==> config.mk <==
export PLATFORM = sky130hd
export DESIGN_NAME = switch_lookup_override_vlan_cmd
export DESIGN_NICKNAME = d
export VERILOG_FILES = /design/src/hw/swe_lookup_pkg.sv /design/src/hw/switch_lookup_override_vlan_cmd.sv
export VERILOG_INCLUDE_DIRS = /design/src /design/src/hw
export SDC_FILE = /design/constraint.sdc
export NUM_CORES = 1
export LEC_CHECK = 0
export BUFFER_PORTS_ARGS = -buffer_cell sky130_fd_sc_hd__buf_2
export CAP_MARGIN = 20
export CORE_MARGIN = 2
export CORE_UTILIZATION = 45
export DETAILED_ROUTE_END_ITERATION = 16
export PLACE_DENSITY = 0.77
export SYNTH_ARGS = -nofsm -noshare
export SYNTH_HDL_FRONTEND = slang
export SYNTH_SLANG_ARGS = --single-unit
==> constraint.sdc <==
create_clock -name core_clk_i -period 1.8 [get_ports core_clk_i]
set_clock_uncertainty 0.2 [all_clocks]
set_input_delay 0.18 -clock core_clk_i [delete_from_list [all_inputs] [get_ports core_clk_i]]
set_output_delay 0.18 -clock core_clk_i [all_outputs]
set_load 0.01 [all_outputs]
==> src/hw/swe_lookup_map.svh <==
`ifndef SWE_LOOKUP_MAP_SVH
`define SWE_LOOKUP_MAP_SVH

// register indexes; byte address is four times the index
`define OVR_IDX 16'h180a
`define CMD_IDX 16'h180b
`define WRD_IDX 16'h180c
`define STS_IDX 16'h180d
`define RDD_IDX 16'h180e
`define OVR_ADDR 18'h0_6028
`define CMD_ADDR 18'h0_602c
`define WRD_ADDR 18'h0_6030
`define STS_ADDR 18'h0_6034
`define RDD_ADDR 18'h0_6038
`define OVR_MASK 32'h0000_0777
`define CMD_MASK 32'h0000_003f
`define WRD_MASK 32'h0003_ffff
`define CMD_DIR_BIT 5
`define CMD_TBL_BIT 4
`define OVR_EN0_BIT 0
`define OVR_EN1_BIT 4
`define OVR_EN2_BIT 8
`define PORT_MAP_CODE0 2'h1
`define PORT_MAP_CODE1 2'h1
// table access times out this many cycles after the tbl_req_o pulse unless tbl_done_i ends it sooner
`define TABLE_ACC_CYC 4'h3
`endif

==> src/hw/swe_lookup_pkg.sv <==
package swe_lookup_pkg;
  typedef enum logic [1:0] {
    ST_IDLE = 2'b00,
    ST_BUSY = 2'b01
  } acc_state_t;
  typedef logic [2:0] port_mask_t;
endpackage

==> src/hw/switch_lookup_override_vlan_cmd.sv <==
// Design decision made here: the APB register port.
`timescale 1ns/10ps
`include "swe_lookup_map.svh"
module switch_lookup_override_vlan_cmd (
  // clock and reset
  input wire logic core_clk_i,
  input wire logic rst_n_i,
  // apb slave
  input wire logic psel_i,
  input wire logic penable_i,
  input wire logic pwrite_i,
  input wire logic [17:0] paddr_i,
  input wire logic [31:0] pwdata_i,
  output logic [31:0] prdata_o,
  output logic pready_o,
  output logic pslverr_o,
  // forwarding path: lookup result per ingress port
  input wire logic [2:0] lookup_valid_i,
  input wire logic [8:0] lookup_dest_i,
  input wire logic [8:0] lookup_attr_i,
  output swe_lookup_pkg::port_mask_t dest0_o,
  output swe_lookup_pkg::port_mask_t dest1_o,
  output swe_lookup_pkg::port_mask_t dest2_o,
  output logic [8:0] attr_o,
  output logic [2:0] fwd_valid_o,
  // forwarding restriction mask per ingress port
  input wire logic [8:0] allowed_i,
  // vlan table access
  output logic tbl_req_o,
  output logic tbl_read_o,
  output logic tbl_pvid_o,
  output logic [3:0] tbl_index_o,
  output logic [17:0] tbl_wdata_o,
  input wire logic tbl_done_i,
  input wire logic [17:0] tbl_rdata_i
);
  import swe_lookup_pkg::*;

  logic [31:0] ovr_q;
  logic [31:0] cmd_q;
  logic [31:0] wrd_q;
  logic [31:0] rdd_q;
  acc_state_t st_q;
  acc_state_t st_d;
  logic [3:0] cnt_q;
  logic [31:0] prdata_q;
  logic pready_q;
  logic pslverr_q;

  wire setup = psel_i && !penable_i;
  wire wr = setup && pwrite_i;
  wire rd = setup && !pwrite_i;
  wire hit_ovr = paddr_i == `OVR_ADDR;
  wire hit_cmd = paddr_i == `CMD_ADDR;
  wire hit_sts = paddr_i == `STS_ADDR;
  wire hit_rdd = paddr_i == `RDD_ADDR;
  wire hit_wrd = paddr_i == `WRD_ADDR;
  wire mapped = hit_ovr || hit_cmd || hit_sts || hit_rdd || hit_wrd;
  wire cmd_wr = wr && hit_cmd;
  wire pending = st_q == ST_BUSY;
  wire acc_done = pending && (tbl_done_i || cnt_q == 4'h0);
  wire [31:0] rd_mux = hit_ovr ? ovr_q : hit_cmd ? cmd_q : hit_sts ? {31'h0, pending} :
                       hit_rdd ? rdd_q : hit_wrd ? wrd_q : 32'h0;

  // answer one cycle after setup: pready rises in the access phase
  always_ff @(posedge core_clk_i) begin
    if (!rst_n_i) begin
      pready_q <= 1'b0;
      pslverr_q <= 1'b0;
      prdata_q <= 32'h0;
    end else begin
      pready_q <= setup;
      pslverr_q <= setup && !mapped;
      prdata_q <= rd ? rd_mux : 32'h0;
    end
  end

  always_ff @(posedge core_clk_i) begin
    if (!rst_n_i) begin
      ovr_q <= 32'h0;
      cmd_q <= 32'h0;
      wrd_q <= 32'h0;
    end else begin
      if (wr && hit_ovr) ovr_q <= pwdata_i & `OVR_MASK;
      if (cmd_wr) cmd_q <= pwdata_i & `CMD_MASK;
      if (wr && hit_wrd) wrd_q <= pwdata_i & `WRD_MASK;
    end
  end

  // a new command during a pending one restarts the access
  always_comb begin
    st_d = st_q;
    if (cmd_wr) st_d = ST_BUSY;
    else if (acc_done) st_d = ST_IDLE;
  end

  always_ff @(posedge core_clk_i) begin
    if (!rst_n_i) begin
      st_q <= ST_IDLE;
      cnt_q <= 4'h0;
      rdd_q <= 32'h0;
      tbl_req_o <= 1'b0;
      tbl_read_o <= 1'b0;
      tbl_pvid_o <= 1'b0;
      tbl_index_o <= 4'h0;
      tbl_wdata_o <= 18'h0;
    end else begin
      st_q <= st_d;
      cnt_q <= cmd_wr ? `TABLE_ACC_CYC : (cnt_q != 4'h0 ? cnt_q - 4'h1 : 4'h0);
      tbl_req_o <= cmd_wr;
      if (cmd_wr) begin
        tbl_read_o <= pwdata_i[`CMD_DIR_BIT];
        tbl_pvid_o <= pwdata_i[`CMD_TBL_BIT];
        tbl_index_o <= pwdata_i[3:0];
        tbl_wdata_o <= wrd_q[17:0];
      end
      if (acc_done && cmd_q[`CMD_DIR_BIT]) rdd_q <= {14'h0, tbl_rdata_i};
    end
  end

  // per-port override and restriction
  logic [2:0] dest_n [3];
  genvar p;
  generate
    for (p = 0; p < 3; p++) begin : g_port
      wire en = ovr_q[4*p];
      wire [1:0] code = ovr_q[4*p+2 -: 2];
      wire [2:0] ovr_mask = (p == 0) ? {code == 2'b10, code == 2'b01, 1'b0} :
                            (p == 1) ? {code == 2'b10, 1'b0, code == 2'b00} :
                                       {1'b0, code == 2'b01, code == 2'b00};
      wire [2:0] sel = en ? ovr_mask : lookup_dest_i[3*p +: 3];
      always_ff @(posedge core_clk_i) begin
        if (!rst_n_i) dest_n[p] <= 3'h0;
        else dest_n[p] <= sel & allowed_i[3*p +: 3];
      end
    end
  endgenerate

  always_ff @(posedge core_clk_i) begin
    if (!rst_n_i) begin
      attr_o <= 9'h0;
      fwd_valid_o <= 3'h0;
    end else begin
      attr_o <= lookup_attr_i;
      fwd_valid_o <= lookup_valid_i;
    end
  end

  assign dest0_o = dest_n[0];
  assign dest1_o = dest_n[1];
  assign dest2_o = dest_n[2];
  assign prdata_o = prdata_q;
  assign pready_o = pready_q;
  assign pslverr_o = pslverr_q;

  // command launch and captured fields
  property p_launch;
    @(posedge core_clk_i) disable iff (!rst_n_i)
    cmd_wr |=> tbl_req_o && pending;
  endproperty
  cmd_launch_a: assert property (p_launch) else $error("command write did not launch");

  property p_req_pulse;
    @(posedge core_clk_i) disable iff (!rst_n_i)
    !cmd_wr |=> !tbl_req_o;
  endproperty
  req_pulse_a: assert property (p_req_pulse) else $error("table request without command");

  property p_dir;
    @(posedge core_clk_i) disable iff (!rst_n_i)
    cmd_wr |=> tbl_read_o == $past(pwdata_i[`CMD_DIR_BIT]);
  endproperty
  dir_bit_a: assert property (p_dir) else $error("direction wrong");

  property p_tbl_sel;
    @(posedge core_clk_i) disable iff (!rst_n_i)
    cmd_wr |=> tbl_pvid_o == $past(pwdata_i[`CMD_TBL_BIT]);
  endproperty
  tbl_sel_a: assert property (p_tbl_sel) else $error("table select wrong");

  property p_index;
    @(posedge core_clk_i) disable iff (!rst_n_i)
    cmd_wr |=> tbl_index_o == $past(pwdata_i[3:0]);
  endproperty
  index_fld_a: assert property (p_index) else $error("index wrong");

  property p_wdata;
    @(posedge core_clk_i) disable iff (!rst_n_i)
    cmd_wr |=> tbl_wdata_o == $past(wrd_q[17:0]);
  endproperty
  wdata_copy_a: assert property (p_wdata) else $error("write data not forwarded");

  // reset and reserved bits
  property p_reset_zero;
    @(posedge core_clk_i)
    !rst_n_i |=> ovr_q == 32'h0;
  endproperty
  reset_zero_a: assert property (p_reset_zero) else $error("override not cleared");

  property p_reset_out;
    @(posedge core_clk_i)
    !rst_n_i |=> dest0_o == 3'h0 && dest1_o == 3'h0 && dest2_o == 3'h0 && !tbl_req_o;
  endproperty
  reset_out_a: assert property (p_reset_out) else $error("outputs not cleared");

  property p_rsvd;
    @(posedge core_clk_i) disable iff (!rst_n_i)
    (ovr_q & ~`OVR_MASK) == 32'h0 && (cmd_q & ~`CMD_MASK) == 32'h0;
  endproperty
  rsvd_zero_a: assert property (p_rsvd) else $error("reserved bit set");

  // override selection per ingress port
  property p_p0_ovr;
    @(posedge core_clk_i) disable iff (!rst_n_i)
    ovr_q[0] && ovr_q[2:1] == 2'b01 && allowed_i[2:0] == 3'h7 |=> dest0_o == 3'b010;
  endproperty
  p0_override_a: assert property (p_p0_ovr) else $error("port 0 override wrong");

  property p_p1_ovr;
    @(posedge core_clk_i) disable iff (!rst_n_i)
    ovr_q[4] && ovr_q[6:5] == 2'b10 && allowed_i[5:3] == 3'h7 |=> dest1_o == 3'b100;
  endproperty
  p1_override_a: assert property (p_p1_ovr) else $error("port 1 override wrong");

  property p_p2_ovr;
    @(posedge core_clk_i) disable iff (!rst_n_i)
    ovr_q[8] && ovr_q[10:9] == 2'b00 && allowed_i[8:6] == 3'h7 |=> dest2_o == 3'b001;
  endproperty
  p2_override_a: assert property (p_p2_ovr) else $error("port 2 override wrong");

  // reserved codes send nowhere rather than guess a port
  property p_p0_rsvd;
    @(posedge core_clk_i) disable iff (!rst_n_i)
    ovr_q[0] && (ovr_q[2:1] == 2'b00 || ovr_q[2:1] == 2'b11) |=> dest0_o == 3'h0;
  endproperty
  p0_reserved_a: assert property (p_p0_rsvd) else $error("port 0 reserved code forwarded");

  property p_p1_rsvd;
    @(posedge core_clk_i) disable iff (!rst_n_i)
    ovr_q[4] && ovr_q[5] |=> dest1_o == 3'h0;
  endproperty
  p1_reserved_a: assert property (p_p1_rsvd) else $error("port 1 reserved code forwarded");

  property p_p2_rsvd;
    @(posedge core_clk_i) disable iff (!rst_n_i)
    ovr_q[8] && ovr_q[10] |=> dest2_o == 3'h0;
  endproperty
  p2_reserved_a: assert property (p_p2_rsvd) else $error("port 2 reserved code forwarded");

  // lookup result passes when no override
  property p_no_ovr0;
    @(posedge core_clk_i) disable iff (!rst_n_i)
    !ovr_q[0] |=> dest0_o == ($past(lookup_dest_i[2:0]) & $past(allowed_i[2:0]));
  endproperty
  no_ovr_a: assert property (p_no_ovr0) else $error("lookup result not passed");

  property p_no_ovr1;
    @(posedge core_clk_i) disable iff (!rst_n_i)
    !ovr_q[4] |=> dest1_o == ($past(lookup_dest_i[5:3]) & $past(allowed_i[5:3]));
  endproperty
  no_ovr1_a: assert property (p_no_ovr1) else $error("port 1 lookup result not passed");

  property p_no_ovr2;
    @(posedge core_clk_i) disable iff (!rst_n_i)
    !ovr_q[8] |=> dest2_o == ($past(lookup_dest_i[8:6]) & $past(allowed_i[8:6]));
  endproperty
  no_ovr2_a: assert property (p_no_ovr2) else $error("port 2 lookup result not passed");

  property p_restrict;
    @(posedge core_clk_i) disable iff (!rst_n_i)
    1'b1 |=> (dest0_o & ~$past(allowed_i[2:0])) == 3'h0 && (dest1_o & ~$past(allowed_i[5:3])) == 3'h0 &&
      (dest2_o & ~$past(allowed_i[8:6])) == 3'h0;
  endproperty
  restrict_a: assert property (p_restrict) else $error("destination outside allowed mask");

  property p_attr;
    @(posedge core_clk_i) disable iff (!rst_n_i)
    1'b1 |=> attr_o == $past(lookup_attr_i);
  endproperty
  attr_kept_a: assert property (p_attr) else $error("attributes lost");

  property p_valid;
    @(posedge core_clk_i) disable iff (!rst_n_i)
    1'b1 |=> fwd_valid_o == $past(lookup_valid_i);
  endproperty
  valid_kept_a: assert property (p_valid) else $error("forward valid lost");

  // pending lifetime and read capture
  property p_pend_bound;
    @(posedge core_clk_i) disable iff (!rst_n_i)
    cmd_wr ##1 !cmd_wr [*5] |-> !pending;
  endproperty
  pend_bound_a: assert property (p_pend_bound) else $error("pending stuck");

  property p_pend_hold;
    @(posedge core_clk_i) disable iff (!rst_n_i)
    pending && !acc_done && !cmd_wr |=> pending;
  endproperty
  pend_hold_a: assert property (p_pend_hold) else $error("pending dropped early");

  property p_rdd;
    @(posedge core_clk_i) disable iff (!rst_n_i)
    acc_done && cmd_q[`CMD_DIR_BIT] |=> rdd_q == {14'h0, $past(tbl_rdata_i)};
  endproperty
  rdd_capture_a: assert property (p_rdd) else $error("read data not captured");

  // bus answer
  property p_slverr;
    @(posedge core_clk_i) disable iff (!rst_n_i)
    setup && !mapped |=> pslverr_o && pready_o;
  endproperty
  slverr_map_a: assert property (p_slverr) else $error("unmapped access not flagged");

  property p_wr_rdata;
    @(posedge core_clk_i) disable iff (!rst_n_i)
    wr |=> prdata_o == 32'h0;
  endproperty
  wr_rdata_a: assert property (p_wr_rdata) else $error("read data on a write");

  read_cmd_c: cover property (@(posedge core_clk_i) disable iff (!rst_n_i) cmd_wr && pwdata_i[5]);
  write_cmd_c: cover property (@(posedge core_clk_i) disable iff (!rst_n_i) cmd_wr && !pwdata_i[5]);
  pvid_cmd_c: cover property (@(posedge core_clk_i) disable iff (!rst_n_i) cmd_wr && pwdata_i[4]);
  override_c: cover property (@(posedge core_clk_i) disable iff (!rst_n_i) ovr_q[8] && lookup_valid_i[2]);
endmodule

==> results of run 1 <==
==> cell families after synthesis <==
kind of cell	count (synthesis)
other cells	1
compound gates	63
simple gates	189
mux	66
flops	116
buf+inv	49
==> registers in the layout, summed over array words and instances, names as in the netlist <==
name and count:
tbl_read_o 1, pready_o 1, st_q 1, cnt_q 4, tbl_wdata_o 18, ovr_q 9
fwd_valid_o 3, cmd_q 2, wrd_q 18, tbl_req_o 1, dest_n 9, pslverr_o 1
attr_o 9, tbl_index_o 3, rdd_q 18, prdata_o 18
==> worst max-delay path, delay by kind of cell <==
kind / cells / cell delay (ns)
simple gates: 3 / 0.71
buf+inv: 3 / 0.85
mux: 1 / 0.23
==> cells in the mapped netlist, types with 3 or more instances <==
master	number	area share
nand3_1	32	0.035
dfxtp_1	116	0.50
a21oi_1	17	0.018
and3_1	5	0.0068
buf_6	4	0.0098
nand2b_1	3	0.0041
o22ai_1	5	0.0068
inv_1	4	0.0033
mux2i_1	64	0.14
nor3_1	6	0.0065
o21ai_0	29	0.032
or2_2	3	0.0041
and2_1	13	0.018
nor2_1	16	0.013
nor4_1	3	0.0041
nand2_1	88	0.072
o2bb2ai_1	3	0.0057
buf_2	4	0.0043
buf_4	16	0.026
nand3b_1	4	0.0065
clkbuf_1	16	0.013
==> where the power goes <==
group,internal [µW],switching [µW]
clock network,2540,1240
logic,251,210
registers,2590,5.70
==> final cells by class <==
class                           instances  share of cell area
Timing Repair Buffer                  252               0.255
Clock inverter                         15              0.0359
Inverter                                5             0.00268
Clock buffer                           17              0.0591
Sequential cell                       116               0.332
Tap cell                              133              0.0238
Multi-Input combinational cell        332               0.292
==> layer usage <==
metal | vias to the layer above | track usage
met1 | 2193 | 0.299
met2 | 272 | 0.464
met5 | - | 0
li1 | 2126 | -
met4 | 0 | 0.145
met3 | 55 | 0.0680
==> path summary, 6_finish.rpt <==
kind	from	to	slack, ns
worst max register to register	cnt_q[2]$_SDFF_PP0_	rdd_q[6]$_SDFFE_PN0P_	0.04
worst min-delay path	rst_n_i	attr_o[1]$_SDFF_PN0_	0.05
worst min register to register	tbl_wdata_o[0]$_SDFFE_PN0P_	tbl_wdata_o[0]$_SDFFE_PN0P_	0.25
worst max-delay path	paddr_i[15]	wrd_q[15]$_SDFFE_PN0P_	0.04
==> through the flow <==
step	hold slack [ns]	setup WS, ns	setup TNS [ns]	total power [µW]
floorplan	0.0961	0.171	0	2820
global placement	0.186	0.0358	0	2960
detailed placement	0.194	0.0138	0	2960
CTS	0.0216	0.0226	0	6840
global route	0.0655	-0.00397	-0.00397	7020
finish	0.0503	0.0426	0	6840
==> what timing repair did <==
item | CTS | global route
hold buffers | 80 | 0
pin swaps | 0 | 0
hold endpoints to repair | 91 | 0
gates resized for setup | 1 | 7
cloned | 0 | 1
setup endpoints to repair | 17 | 18
==> results.toml, run 1 <==
[logic_synthesis]
synth-simple-area-share = 0.204
synth_top_family_by_area = "simple AND/OR/NAND/NOR gates"
synth_area_um2 = 4600
synthXorXnorAreaFrac = 0
postSynthAreaPerCell_um2 = 9.51
muxShareOfSynthArea = 0.144
synth_ff_type = "dfxtp_1"
synth-seq-cells = 116
synth_cell_types = 46
seq_area_frac_synth = 0.504
async_reset_ff_frac = 0
ys_warn_count = 0
synth_compound_area_frac = 0.0788
synth-edff-count = 0
syn-instance-count = 484
synth_adder_area_share = 0

[grt]
grt_antenna_before_repair = 0
grt_pass1_wl_mm = 23.0
first_global_vias = 4624
grt_overflow = 0
grt_max_degree = 83
grt_usage = 0.268

[layout]
design_area_um2 = 7010
seq_area_um2 = 2320
drive_above_1_share = 0.301
area_growth_pct = 52.2
final_cells = 870
utilization = 0.710
insertedDiodeCount = 0
mostFrequentLayoutCell = "buf_2"
nets = 828
nFillCells = 641
multi_input_area_um2 = 2050
final_cell_mix = "buf_2 (154), dfxtp_1 (115), nand2_1 (88), dlygate4sd3_1 (79), mux2i_1 (63)"

[cts]
postCtsSetupBuffers = 0
clkLatencyLatePin_ns = 0.50
cts.sinks = 116
cts_buffer_depth = 2
cts.reportedPaths.clkPinSlew_ns = 0.06
root_buffer = "clkbuf_8"
htree_levels = 4
cts_buffers = 17
cts_tree = "built"

[sta]
tightest_slew_ns = 0.544
relSlewSlack = 0.635
period_share = 0.976
rsz0062_at_grt = "yes"
final.min_clock_period_ns = 1.76
hold_viol_final = 0
fmax_mhz = 569
finalSetupViolCount = 0
drv_slew = 0

[power]
leakage_uw = 0.00306
ir_drop_uv = 639
power.density_nw_per_um2 = 976

[die]
num_io_pins = 184
initial_core_util = 0.467
coreArea_um2 = 9860
dieArea_um2 = 11100
dieWidth_um = 105
fp.dieH_um = 105
std_cell_rows = 36

[detailed_routing]
vias = 4646
routedWlPerCell_um = 17.4
wl_met2_mm = 7.53
drc = 0
drt-met1-wl_mm = 5.89
drt_iter0_markers = 378
ant_nets = 0
met3_length_mm = 1.18
via_per_inst = 5.34
top_layer = "met4"
drt_pass1_iterations = 5
drt-total-wl_mm = 15.2

[worst_setup_path]
required_ns = 2.03
worstSetupPathType = "primary input to flip-flop"
crit_chain = "dlygate4sd3_1, buf_2, nor3_4, and3_4, and4b_4, buf_12, mux2i_2"
cp-end-kind = "flip-flop"
slowest_stage = "dlygate4sd3_1"
r2r_cells = 5
cp-start-kind = "primary input"
arrival_ns = 1.99
crit_path_max_fanout = 18
max_stage_delay_ns = 0.53

[run]
max-cap-violations = 0

[place]
dp_cells = 758
hpwl_mm = 8.63
post_dp_cell_area_um2 = 5500
place_congestion = 0.856
portBuffers = 155

[status]
status = "finished clean"

[hold_path]
hp-class = "primary input to flip-flop"
hold_depth = 3
(Power assumes the default switching activity.)
==> run 2: changes to the inputs <==
Settings changed: BUFFER_PORTS_ARGS -buffer_cell sky130_fd_sc_hd__buf_2 to -buffer_cell sky130_fd_sc_hd__buf_4, CORE_UTILIZATION 45 to 35, GPL_ROUTABILITY_DRIVEN set to 0, PLACE_DENSITY 0.77 to 0.63.
==> run 2 against run 1 <==
Compared with the run above: non-clock buffer count is 4 higher; clock-buffer cell count is 5 higher; register-to-register slack better by 0.097 ns; total power is 2.6% lower; routed wire length is 8.1% lower; combinational power is 11% higher; sequential power hardly changed; cell count is 4.9% higher; maximum frequency is 1.5% higher.
==> results.toml, run 2 (synthesis gave the netlist of run 1 again) <==
[status]
status = "finished clean"

[worst_setup_path]
arrival_ns = 1.86
timing.rr.end = "cnt_q[2]$_SDFF_PP0_"
required_ns = 1.93
r2r-start = "cnt_q[1]$_SDFF_PN0_"
reg2reg_slack_ns = 0.14
crit_chain = "dlygate4sd3_1, buf_4, and3b_1, and4_2, buf_12, mux2i_1"
crit_path_max_fanout = 20
worstSetupPathType = "primary input to flip-flop"
max_stage_delay_ns = 0.53
slowest_stage = "dlygate4sd3_1"
r2r_cells = 3
crit_path_start = "pwrite_i"
cp-end-kind = "flip-flop"
endpoint = "tbl_wdata_o[14]$_SDFFE_PN0P_"
cp-start-kind = "primary input"

[die]
num_io_pins = 184
std_cell_rows = 41
dieWidth_um = 119
initial_core_util = 0.362
dieArea_um2 = 14100
coreArea_um2 = 12700
fp.dieH_um = 119

[detailed_routing]
routedWlPerCell_um = 15.3
drt_iter0_markers = 248
ant_nets = 0
drt-total-wl_mm = 14.0
drt_pass1_iterations = 5
via_per_inst = 4.77
drc = 0
vias = 4358

[run]
max-cap-violations = 0

[place]
hpwl_mm = 9.33
place_ws_ns = -0.00975
dp_cells = 808
portBuffers = 155

[cts]
cts_buffer_depth = 2
cts.sinks = 116
cts_buffers = 17
htree_levels = 4
cts_tree = "built"
postCtsSetupBuffers = 0
root_buffer = "clkbuf_16"
clkLatencyLatePin_ns = 0.41
cts.reportedPaths.clkPinSlew_ns = 0.05

[sta]
fin_ws_ns = 0.0691
rsz0062_at_grt = "no"
period_share = 0.962
final.min_clock_period_ns = 1.73
drv_slew = 0
hold_viol_final = 0
fmax_mhz = 578
tns_ns = 0
finalSetupViolCount = 0

[layout]
final_cells = 913
utilization = 0.581
area_growth_pct = 60.4
nFillCells = 1109
insertedDiodeCount = 0
nets = 832
final_cell_mix = "buf_4 (178), dfxtp_1 (116), nand2_1 (88), dlygate4sd3_1 (73), mux2i_1 (64)"
multi_input_area_um2 = 2040
seq_area_um2 = 2320
mostFrequentLayoutCell = "buf_4"
drive_above_1_share = 0.306

[grt]
grt_pass1_wl_mm = 22.2
grt_usage = 0.200
first_global_vias = 4398
grt_antenna_before_repair = 0
grt_max_degree = 100
grt_overflow = 0

[power]
swShare = 0.203
p_switching_uw = 1350
combPwrFrac = 0.077
leakage_uw = 0.00314
p_clk_frac = 0.533
power.density_nw_per_um2 = 903
power_frac_seq = 0.390
p_int_uw = 5310
ir_drop_uv = 849

[hold_path]
hold_depth = 4
hp-class = "primary input to flip-flop"
[run 2: cell types whose count changed in the layout (fill, tap and decap cells not counted), sizes merged]
cell	before	now
inv	6	4
bufinv	6	4
clkbuf	18	22
clkinvlp	3	1
dlygate4sd3	79	73
clkinv	5	6
buf	172	183
[run 2: layout make-up]
cell class | count | area share
clock buffers | 22 | 0.0642
inverters | 5 | 0.00254
well taps | 172 | 0.0291
multi-input cells | 332 | 0.276
clock inverters | 10 | 0.0207
flip-flops and latches | 116 | 0.314
repair buffers | 256 | 0.293
[run 2: worst min-delay path by stage]
stage,startpoint,endpoint,slack (ns)
after floorplan,allowed_i[7],dest_n[2][1]$_SDFF_PN0_,0.1
after CTS,lookup_dest_i[1],dest_n[0][1]$_SDFF_PN0_,0.004
after detailed placement,lookup_attr_i[0],attr_o[0]$_SDFF_PN0_,0.19
after global routing,lookup_dest_i[1],dest_n[0][1]$_SDFF_PN0_,0.003
final,paddr_i[4],prdata_o[0]$_SDFF_PN0_,0.02
after global placement,lookup_attr_i[1],attr_o[1]$_SDFF_PN0_,0.19
[run 2: what timing repair did]
item	4_1_cts	5_1_grt
resized for setup	0	4
hold buffers	73	0
endpoints found under the hold margin	81	0
setup endpoints to repair	0	24
[run 2: power groups by stage]
stage	Clock (µW)	Combinational (µW)	Sequential, µW
floorplan	0	152	2670
global placement	0	376	2650
detailed placement	0	380	2650
CTS	3590	506	2600
global route	3700	551	2600
finish	3550	513	2600
[run 2: per-layer routing]
metal | global-route usage | wire, µm
met4 | 0.0737 | 242
met5 | 0 | 0
met1 | 0.241 | 5820
met2 | 0.343 | 7060
met3 | 0.0512 | 829
[run 2: per-stage QoR]
step                area, µm²  power, µW  hold slack (ns)
floorplan                4650       2820           0.0961
global placement         6010       3030            0.188
detailed placement       6010       3030            0.193
CTS                      7370       6700          0.00383
global route             7390       6850          0.00317
finish                   7390       6670           0.0198
[run 2: critical path: cells and delay by family]
kind | cells | cell delay, ns
muxes | 1 | 0.23
and+or+nand+nor | 2 | 0.59
buffers and inverters | 3 | 0.84
==> run 3: changes to the inputs <==
Settings changed: CORE_MARGIN 2 to unset.
==> run 3 against run 2 <==
Compared with the run above: sequential cell count is the same; design area rose by 0.93%; combinational power is 1% higher; hold slack improved by 0.043 ns; maximum frequency is essentially flat; via count is 0.28% higher; first-iteration DRC count increased by 10%; routed wire length down 1.0%; highest routed layer unchanged.
==> results.toml, run 3 (synthesis gave the netlist of run 1 again) <==
[grt]
grt_usage = 0.204
first_global_vias = 4286
grt_antenna_before_repair = 0
grt_overflow = 0
top_usage_layer = "met2"
grt_pass1_wl_mm = 20.9
use_met3 = 0.0467
grt_max_degree = 85
use_met1 = 0.245
use_met2 = 0.339

[worst_setup_path]
worstSetupPathType = "primary input to flip-flop"
crit_path_max_fanout = 10
cpLargestDelayFamily = "buffers and inverters"
cp-end-kind = "flip-flop"
crit_path_start = "paddr_i[3]"
max_stage_delay_ns = 0.55
cpMostUsedCell = "buf_4"
cp-start-kind = "primary input"
required_ns = 1.95
arrival_ns = 1.88
r2r-start = "cnt_q[1]$_SDFF_PN0_"
crit_chain = "dlygate4sd3_1, buf_4, buf_4, or2_2, a221oi_2, o2111a_1"
slowest_stage = "dlygate4sd3_1"
worst-path-buf-inv = 3

[power]
p_switching_uw = 1420
combPwrFrac = 0.077
power.density_nw_per_um2 = 908
leakage_uw = 0.00317
ir_drop_uv = 719
power_frac_seq = 0.384
p_int_uw = 5350
swShare = 0.209
fin_total_pwr_uw = 6770
p_clk_frac = 0.539

[cts]
cts_buffers = 17
cts.reportedPaths.clkPinSlew_ns = 0.05
postCtsSetupBuffers = 0
htree_levels = 4
cts_buffer_depth = 2
root_buffer = "clkbuf_16"
clkLatencyLatePin_ns = 0.41
cts.sinks = 116
cts_tree = "built"

[hold_path]
hp-class = "primary input to flip-flop"
min_from = "penable_i"

[die]
fp.dieH_um = 117
std_cell_rows = 41
dieArea_um2 = 13600
num_io_pins = 184
coreArea_um2 = 12700
dieWidth_um = 117
initial_core_util = 0.362

[layout]
insertedDiodeCount = 0
nets = 835
mostFrequentLayoutCell = "buf_4"
multi_input_area_um2 = 2040
final_cell_mix = "buf_4 (177), dfxtp_1 (116), nand2_1 (88), dlygate4sd3_1 (74), mux2i_1 (64)"
area_growth_pct = 61.9
nFillCells = 1091
seq_area_um2 = 2320
utilization = 0.586
drive_above_1_share = 0.310

[sta]
final.min_clock_period_ns = 1.73
fin_ws_ns = 0.0700
drv_slew = 0
fmax_mhz = 578
period_share = 0.961
finalSetupViolCount = 0
hold_viol_final = 0
worst_hold_slack_ns = 0.0626

[status]
status = "finished clean"

[detailed_routing]
drt_iter0_markers = 273
drc = 0
vias = 4370
routedWlPerCell_um = 15.1
drt_pass1_iterations = 5
ant_nets = 0
drt-total-wl_mm = 13.8
via_per_inst = 4.77

[place]
portBuffers = 155
place_ws_ns = -0.0408
hpwl_mm = 9.21

[run]
max-cap-violations = 0
==> run 3: final timing paths <==
path | to | depth (start not counted) | slack, ns
worst max register to register | rdd_q[7]$_SDFFE_PN0P_ | 6 | 0.10
worst min register to register | tbl_wdata_o[16]$_SDFFE_PN0P_ | 2 | 0.26
worst max-delay path | prdata_o[0]$_SDFF_PN0_ | 6 | 0.07
worst min-delay path | prdata_o[10]$_SDFF_PN0_ | 4 | 0.06
==> run 3: tightest hold or removal path, stage by stage <==
cell and delay [ns]:
buf_4 0.08, nand3b_1 0.14, or2_2 0.17, a21oi_1 0.05
==> run 3: per-layer routing <==
layer	vias up	routed length, µm
met5	-	0
met4	0	478
met3	38	895
met2	191	6490
met1	2000	5950
li1	2141	-
==> run 3: power by group through the flow <==
stage	Combinational, µW	Sequential [µW]	Clock (µW)
after floorplan	152	2670	0
after global placement	378	2650	0
after detailed placement	381	2650	0
after CTS	512	2600	3690
after global routing	563	2600	3800
final	519	2600	3650
==> run 3: final cells by class <==
type,instances,area share
Clock buffer,18,0.0576
Clock inverter,14,0.0280
Inverter,5,0.00252
Multi-Input combinational cell,332,0.274
Sequential cell,116,0.312
Tap cell,172,0.0289
Timing Repair Buffer,259,0.298
==> run 3: what timing repair did <==
item,CTS,global route
setup endpoints to repair,0,44
hold buffers,75,0
endpoints found under the hold margin,82,0
resized for setup,0,9
==> run 3: through the flow <==
step / setup TNS, ns / cells / area, µm²
3_5_place_dp: -0.0935 / 808 / 6010
3_3_place_gp: 0 / 808 / 6010
6_report: 0 / 916 / 7450
4_1_cts: 0 / 915 / 7400
2_1_floorplan: 0 / 497 / 4650
5_1_grt: -0.0104 / 916 / 7450
